--- config.mk ---
export PLATFORM = sky130hd
export DESIGN_NAME = bidir_port_change_irq
export DESIGN_NICKNAME = d
export VERILOG_FILES = /design/src/logic/gpio_port_pkg.sv /design/src/logic/bidir_port_change_irq.sv /design/src/logic/port_pin_bank.sv
export VERILOG_INCLUDE_DIRS = /design/src /design/src/logic
export SDC_FILE = /design/constraint.sdc
export NUM_CORES = 1
export LEC_CHECK = 0
export ABC_AREA = 1
export BUFFER_PORTS_ARGS = -buffer_cell sky130_fd_sc_hd__buf_4
export CAP_MARGIN = 10
export CORE_MARGIN = 4
export CORE_UTILIZATION = 55
export DETAILED_ROUTE_END_ITERATION = 10
export PLACE_DENSITY_LB_ADDON = 0.12
export SYNTH_ARGS = -nofsm -noshare
export SYNTH_HDL_FRONTEND = slang
export SYNTH_SLANG_ARGS = --single-unit
--- constraint.sdc ---
create_clock -name ref_clk -period 2.8 [get_ports ref_clk]
set_clock_uncertainty 0.05 [all_clocks]
set_input_delay 0.28 -clock ref_clk [delete_from_list [all_inputs] [get_ports ref_clk]]
set_output_delay 0.28 -clock ref_clk [all_outputs]
set_load 0.02 [all_outputs]
--- src/logic/gpio_port_consts.svh ---
`ifndef GPIO_PORT_CONSTS_SVH
`define GPIO_PORT_CONSTS_SVH

// Register offsets on the plain register port
`define OFS_FIRST_DATA 4'h0
`define OFS_FIRST_DIR 4'h1
`define OFS_SECOND_DATA 4'h2
`define OFS_SECOND_DIR 4'h3
`define OFS_AUX_PORT 4'h4
`define OFS_PERIPH_FLAG 4'h5
`define OFS_INT_STATUS 4'h6
`define OFS_INT_MASK 4'h7

// Field positions
`define PULLUP_N_BIT 7
`define CHANGE_FLAG_BIT 7
`define INT_CHANGE_BIT 0
`define INT_WAKE_BIT 1

// Reset values
`define DIR_RESET 8'hFF
`define LATCH_RESET 8'h00
`define PULLUP_N_RESET 1'b0
`define PULL_ON_RESET 8'hFF
`define INT_MASK_RESET 2'h0
`define READ_IDLE 8'h00

`endif

--- src/logic/gpio_port_pkg.sv ---
package gpio_port_pkg;

    typedef logic [7:0] port_byte_t;

    // One port's pin driver state
    typedef struct packed {
        logic [7:0] level;
        logic [7:0] enable;
    } pin_drive_s;

endpackage

--- src/logic/bidir_port_change_irq.sv ---
// Operation
// - Direction bit one makes the pin input, zero makes it output.
// - Data reads return pin levels; data writes only load the latch.
// - First port pull-ups all on while the shared control bit is clear.
// - Pull-up forced off on any first-port pin set as output.
// - Every reset leaves the first port pull-ups enabled.
// - Output pins are excluded from the change comparison.
// - Input pins versus latch, mismatches ORed, set the change flag.
// - The change interrupt can wake the device from sleep.
// - A persisting mismatch keeps setting the flag until port rewritten.
// - Change flag value after reset need not be meaningful.
// - Second port is 8-bit bidirectional with same direction and access.
// - Read-modify-write reads pins and writes the whole latch.
//
// The implementer's own choices: the placing of the registers and strobed register access.
`timescale 1ns/10ps
`default_nettype none
`include "gpio_port_consts.svh"

module bidir_port_change_irq
    import gpio_port_pkg::*;
(
    // Clock and reset
    input wire logic ref_clk,
    input wire logic srst,
    // Register port
    input wire logic [3:0] regAddr,
    input wire logic [7:0] regWrData,
    input wire logic regWrStb,
    input wire logic regRdStb,
    output logic [7:0] regRdData,
    // First port pins
    input wire logic [7:0] firstPinIn,
    output var pin_drive_s firstPinDrive,
    output logic [7:0] firstPullupOn,
    // Second port pins
    input wire logic [7:0] secondPinIn,
    output var pin_drive_s secondPinDrive,
    // Power and interrupt
    input wire logic sleepActive,
    output logic wakeReq,
    output logic irq
);

    function automatic logic regHit(input logic stb, input logic [3:0] addr, input logic [3:0] ofs);
        return stb && (addr == ofs);
    endfunction

    port_byte_t firstLatch;
    port_byte_t firstDir;
    port_byte_t secondLatch;
    port_byte_t secondDir;
    port_byte_t firstMismatch;
    port_byte_t pullWant;
    logic anyMismatch;
    logic flagClearWr;
    logic pullupEnN_q;
    logic changeFlag_q;
    logic [1:0] intStatus_q;
    logic [1:0] intMask_q;
    logic [1:0] intEvent;
    logic [7:0] rdData_q;
    logic [7:0] pullOn_q;
    logic wake_q;
    logic irq_q;

    assign regRdData = rdData_q;
    assign firstPullupOn = pullOn_q;
    assign wakeReq = wake_q;
    assign irq = irq_q;

    // first port latch, direction and driver
    port_pin_bank uFirst (
        .ref_clk(ref_clk),
        .srst(srst),
        .dataWr(regHit(regWrStb, regAddr, `OFS_FIRST_DATA)),
        .dirWr(regHit(regWrStb, regAddr, `OFS_FIRST_DIR)),
        .wrData(regWrData),
        .latchBits(firstLatch),
        .dirBits(firstDir),
        .drive(firstPinDrive)
    );

    port_pin_bank uSecond (
        .ref_clk(ref_clk),
        .srst(srst),
        .dataWr(regHit(regWrStb, regAddr, `OFS_SECOND_DATA)),
        .dirWr(regHit(regWrStb, regAddr, `OFS_SECOND_DIR)),
        .wrData(regWrData),
        .latchBits(secondLatch),
        .dirBits(secondDir),
        .drive(secondPinDrive)
    );

    // only input pins compared against the latch
    assign firstMismatch = firstDir & (firstPinIn ^ firstLatch);
    assign anyMismatch = |firstMismatch;

    // zero written to the flag bit
    assign flagClearWr = regHit(regWrStb, regAddr, `OFS_PERIPH_FLAG) && !regWrData[`CHANGE_FLAG_BIT];

    // control bit clears on every reset, enabling pull-ups
    always_ff @(posedge ref_clk)
    begin
        if (srst)
            pullupEnN_q <= `PULLUP_N_RESET;
        else if (regHit(regWrStb, regAddr, `OFS_AUX_PORT))
            pullupEnN_q <= regWrData[`PULLUP_N_BIT];
    end

    // per-pin pull-up follows control bit and direction
    localparam port_byte_t PULL_ON_INIT = `PULL_ON_RESET;
    genvar gi;
    generate
        for (gi = 0; gi < 8; gi++)
        begin : gPull
            assign pullWant[gi] = !pullupEnN_q && firstDir[gi];
            always_ff @(posedge ref_clk)
            begin
                if (srst)
                    pullOn_q[gi] <= PULL_ON_INIT[gi];
                else
                    pullOn_q[gi] <= pullWant[gi];
            end
        end
    endgenerate

    // set wins over clear; clear only lands with no mismatch
    // reset value is forced only to keep simulation clean
    always_ff @(posedge ref_clk)
    begin
        if (srst)
            changeFlag_q <= 1'b0;
        else if (anyMismatch)
            changeFlag_q <= 1'b1;
        else if (flagClearWr)
            changeFlag_q <= 1'b0;
    end

    // wake request while sleeping and a change is pending
    always_ff @(posedge ref_clk)
    begin
        if (srst)
            wake_q <= 1'b0;
        else
            wake_q <= sleepActive && (anyMismatch || changeFlag_q);
    end

    assign intEvent[`INT_CHANGE_BIT] = anyMismatch;
    assign intEvent[`INT_WAKE_BIT] = sleepActive && anyMismatch;

    // Sticky status, write one to clear; a new event beats the clear
    always_ff @(posedge ref_clk)
    begin
        if (srst)
            intStatus_q <= 2'h0;
        else if (regHit(regWrStb, regAddr, `OFS_INT_STATUS))
            intStatus_q <= (intStatus_q & ~regWrData[1:0]) | intEvent;
        else
            intStatus_q <= intStatus_q | intEvent;
    end

    always_ff @(posedge ref_clk)
    begin
        if (srst)
            intMask_q <= `INT_MASK_RESET;
        else if (regHit(regWrStb, regAddr, `OFS_INT_MASK))
            intMask_q <= regWrData[1:0];
    end

    // Registered so the output comes from a flop; one cycle behind status
    always_ff @(posedge ref_clk)
    begin
        if (srst)
            irq_q <= 1'b0;
        else
            irq_q <= |(intStatus_q & intMask_q);
    end

    // data reads return pin levels, never the latch
    always_ff @(posedge ref_clk)
    begin
        if (srst || !regRdStb)
            rdData_q <= `READ_IDLE;
        else
        begin
            case (regAddr)
                `OFS_FIRST_DATA: rdData_q <= firstPinIn;
                `OFS_FIRST_DIR: rdData_q <= firstDir;
                `OFS_SECOND_DATA: rdData_q <= secondPinIn;
                `OFS_SECOND_DIR: rdData_q <= secondDir;
                `OFS_AUX_PORT: rdData_q <= {pullupEnN_q, 7'h00};
                `OFS_PERIPH_FLAG: rdData_q <= {changeFlag_q, 7'h00};
                `OFS_INT_STATUS: rdData_q <= {6'h00, intStatus_q};
                `OFS_INT_MASK: rdData_q <= {6'h00, intMask_q};
                default: rdData_q <= `READ_IDLE;
            endcase
        end
    end
endmodule // bidir_port_change_irq

`default_nettype wire

--- src/logic/port_pin_bank.sv ---
`timescale 1ns/10ps
`default_nettype none
`include "gpio_port_consts.svh"

module port_pin_bank
    import gpio_port_pkg::*;
(
    // Clock and reset
    input wire logic ref_clk,
    input wire logic srst,
    // Register writes
    input wire logic dataWr,
    input wire logic dirWr,
    input wire logic [7:0] wrData,
    // State seen by the owner
    output port_byte_t latchBits,
    output port_byte_t dirBits,
    output var pin_drive_s drive
);

    port_byte_t latch_q;
    port_byte_t dir_q;
    port_byte_t oe_q;

    assign latchBits = latch_q;
    assign dirBits = dir_q;
    assign drive.level = latch_q;
    assign drive.enable = oe_q;

    // Latch loads on every data write, whatever the pin direction
    always_ff @(posedge ref_clk)
    begin
        if (srst)
            latch_q <= `LATCH_RESET;
        else if (dataWr)
            latch_q <= wrData;
    end

    // Separate enable flop so the pin driver comes straight from a register
    always_ff @(posedge ref_clk)
    begin
        if (srst)
        begin
            dir_q <= `DIR_RESET;
            oe_q <= ~`DIR_RESET;
        end
        else if (dirWr)
        begin
            dir_q <= wrData;
            oe_q <= ~wrData;
        end
    end

endmodule // port_pin_bank

`default_nettype wire

==> insert_results.sql <==
INSERT INTO impl_metrics (metric_group, metric, value, unit) VALUES
('run_status', 'status', 'completed', ''),
('floorplan', 'initial_utilization', '0.5867', ''),
('pwr', 'powerDensity', '567.2', 'nW/um2'),
('clock_tree', 'clkTransAtPathRegs', '0.07', 'ns'),
('clock_tree', 'cts_hold_buf', '0', ''),
('floorplan', 'core', '4880', 'um2'),
('floorplan', 'die_ht', '80.15', 'um'),
('synthesis', 'synth-seq-area-share', '0.5035', ''),
('critical_path', 'critPathKind', 'input port to flip-flop', ''),
('clock_tree', 'worst_skew_pair.late_latency', '0.34', 'ns'),
('global_routing', 'residual_overflow_from_global_routing', '0', ''),
('synthesis', 'ys_seq_elements', '72', ''),
('global_routing', 'grt_antenna_before_repair', '0', ''),
('critical_path', 'worst_ep_arrival_time', '1.54', 'ns'),
('clock_tree', 'tritoncts_clock_tree', 'yes', ''),
('clock_tree', 'cts_root_buffer', 'sky130_fd_sc_hd__clkbuf_8', ''),
('global_routing', 'grt_pass1_wl', '11990', 'um'),
('clock_tree', 'numCtsBuffers', '9', ''),
('min_path', 'hold_path.class', 'input port to flip-flop', ''),
('pwr', 'power.net_switching', '0.4976', 'mW'),
('placed_design', 'portBuffers', '82', ''),
('timing', 'final_hold_fails', '0', ''),
('pwr', 'p_sw_frac', '0.2362', ''),
('floorplan', 'design.portCount', '83', ''),
('clock_tree', 'cts.htree.levels', '3', ''),
('routing', 'detail_route.iter0.violations', '178', ''),
('critical_path', 'setup.worst_path.start_class', 'input port', ''),
('timing', 'timing_worst_slew_pin_value', '0.4943', 'ns'),
('routing', 'dr.pass1.iters', '5', ''),
('clock_tree', 'clk_path_buf_depth', '2', ''),
('clock_tree', 'cts.sink_count', '72', ''),
('pwr', 'power_frac_seq', '0.503', ''),
('timing', 'timing.slew.headroom', '0.6696', ''),
('synthesis', 'avgSynthCellArea', '7.553', 'um2'),
('routing', 'dr_total_vias', '2784', ''),
('critical_path', 'worstPathMaxFanout', '9', ''),
('timing', 'layout_worst_path_cycle_share', '0.4846', ''),
('floorplan', 'die_footprint', '6423', 'um2'),
('routing', 'final_antenna_net_count', '0', ''),
('pwr', 'static_leakage', '1.847', 'nW'),
('placed_design', 'globalplace.congestion', '0.8696', ''),
('pwr', 'share_comb_of_total_power', '0.096', ''),
('timing', 'post_layout_min_period', '1.357', 'ns'),
('pwr', 'p_int', '1.609', 'mW'),
('final_layout', 'antenna-diode-count', '0', ''),
('job', 'cap_viol_max_count', '0', ''),
('synthesis', 'post_synth_num_cell_types', '25', ''),
('critical_path', 'worst_path_required', '2.98', 'ns'),
('timing', 'setup-violations-final', '0', ''),
('synthesis', 'syn_inst', '379', ''),
('timing', 'layout_setup_ws', '1.443', 'ns'),
('critical_path', 'minimum_setup_slack_among_reg_to_reg_paths', '1.45', 'ns'),
('clock_tree', 'cts.repair.resized', '0', ''),
('floorplan', 'die_w', '80.15', 'um'),
('synthesis', 'synthesis.area', '2863', 'um2'),
('final_layout', 'finalNetCount', '494', ''),
('routing', 'route.detailed.wl_per_inst', '14.03', 'um'),
('pwr', 'p_clk_frac', '0.401', ''),
('clock_tree', 'cts_post_setup_buffers_inserted', '0', ''),
('timing', 'fmax', '0.7370', 'GHz'),
('placed_design', 'hpwl', '5472', 'um'),
('synthesis', 'synth_top_cells_by_area', 'sky130_fd_sc_hd__dfxtp_1 50%, sky130_fd_sc_hd__nand2_1 9.3%, sky130_fd_sc_hd__o21ai_0 9.3%', ''),
('timing', 'rsz0062_at_grt', 'false', ''),
('final_layout', 'final_layout_size_suffix_gt1_frac', '0.2323', ''),
('final_layout', 'most-common-layout-cells', '83 x sky130_fd_sc_hd__buf_4, 72 x sky130_fd_sc_hd__dfxtp_1, 71 x sky130_fd_sc_hd__nand2_1', ''),
('placed_design', 'place_area', '3507', 'um2'),
('critical_path', 'crit_path_end_kind', 'flip-flop', ''),
('routing', 'avgViaCountPerCell', '5.233', ''),
('pwr', 'p_total', '2.106', 'mW'),
('global_routing', 'globalRouteTotalUtil', '0.2444', ''),
('routing', 'drt_wl_total', '7465', 'um');
cell families after synthesis:
logic type | count (synthesis) | share of synthesized area
compound gates | 102 | 0.1949
buf+inv | 80 | 0.1119
flops | 72 | 0.5035
simple gates | 125 | 0.1897
critical path, stage by stage:
cell and delay, ns:
sky130_fd_sc_hd__buf_4 0.11, sky130_fd_sc_hd__inv_1 0.06, sky130_fd_sc_hd__nand2_1 0.12, sky130_fd_sc_hd__nor3_4 0.37, sky130_fd_sc_hd__buf_4 0.24, sky130_fd_sc_hd__nand2_1 0.18
sky130_fd_sc_hd__nand2_1 0.11, sky130_fd_sc_hd__a21oi_1 0.07
power groups by stage:
stage | logic, mW | registers, mW | clock network, mW
finish | 0.202 | 1.06 | 0.844
global route | 0.223 | 1.06 | 0.899
CTS | 0.202 | 1.06 | 0.850
detailed placement | 0.200 | 1.08 | 0
global placement | 0.197 | 1.08 | 0
floorplan | 0.0907 | 1.10 | 0
cell type report:
class                      count  area (um2)
sequential                    72        1441
fill                         402        1166
multi-input combinational    227        1101
timing repair buffer          83       623.1
inverter                      68       257.7
clock buffer                  13       168.9
tap                           67       83.83
clock inverter                 2       37.54
final timing paths:
kind         cells past startpoint              endpoint           startpoint
max                              8  uSecond.latchBits[7]           regAddr[3]
max reg2reg                      7        intStatus_q[0]  uFirst.latchBits[7]
min                              3               wakeReq          sleepActive
min reg2reg                      2    uSecond.dirBits[7]   uSecond.dirBits[7]
sequential cells by signal, summed over array words and instances, names as in the netlist, 2 cells and up:
name               cells
intMask_q              2
uSecond.oe_q           8
firstPullupOn          8
uSecond.latchBits      8
uFirst.dirBits         8
intStatus_q            2
uSecond.dirBits        8
regRdData              8
uFirst.latchBits       8
uFirst.oe_q            8
stage by stage:
| step | std cells | hold WS, ns |
|---|---|---|
| after detailed placement | 517 | 0.3980 |
| after CTS | 532 | 0.1169 |
| after global placement | 517 | 0.3950 |
| final | 532 | 0.1228 |
| after global routing | 532 | 0.1103 |
| after floorplan | 379 | 0.3507 |
synthesized netlist by cell type:
cell type,n
sky130_fd_sc_hd__nand2_4,1
sky130_fd_sc_hd__nand3_1,23
sky130_fd_sc_hd__a21oi_1,23
sky130_fd_sc_hd__o21ai_1,3
sky130_fd_sc_hd__o21a_1,14
sky130_fd_sc_hd__inv_1,64
sky130_fd_sc_hd__nor2_2,1
sky130_fd_sc_hd__nor3_4,1
sky130_fd_sc_hd__nand2_1,71
sky130_fd_sc_hd__buf_1,3
sky130_fd_sc_hd__clkbuf_1,4
sky130_fd_sc_hd__o21ai_0,53
sky130_fd_sc_hd__o22ai_1,8
sky130_fd_sc_hd__clkinv_2,2
sky130_fd_sc_hd__a21boi_0,1
sky130_fd_sc_hd__nor3_1,3
sky130_fd_sc_hd__inv_2,2
sky130_fd_sc_hd__nand2_2,2
sky130_fd_sc_hd__buf_4,2
sky130_fd_sc_hd__nand3_2,1
sky130_fd_sc_hd__nor2_4,1
sky130_fd_sc_hd__nor2_1,21
sky130_fd_sc_hd__buf_6,1
sky130_fd_sc_hd__buf_2,2
sky130_fd_sc_hd__dfxtp_1,72
routing by layer:
layer / global-route usage / part of all wire / vias up / wire length [um]
met1: 0.2715 / 0.38 / 1288 / 2808
met2: 0.4503 / 0.53 / 112 / 3964
met4: 0.06588 / 0.0084 / 0 / 63
met3: 0.07063 / 0.084 / 9 / 627
met5: 0 / 0 / - / 0
li1: - / - / 1375 / -
Note: power is estimated with default switching activity, not from simulation.
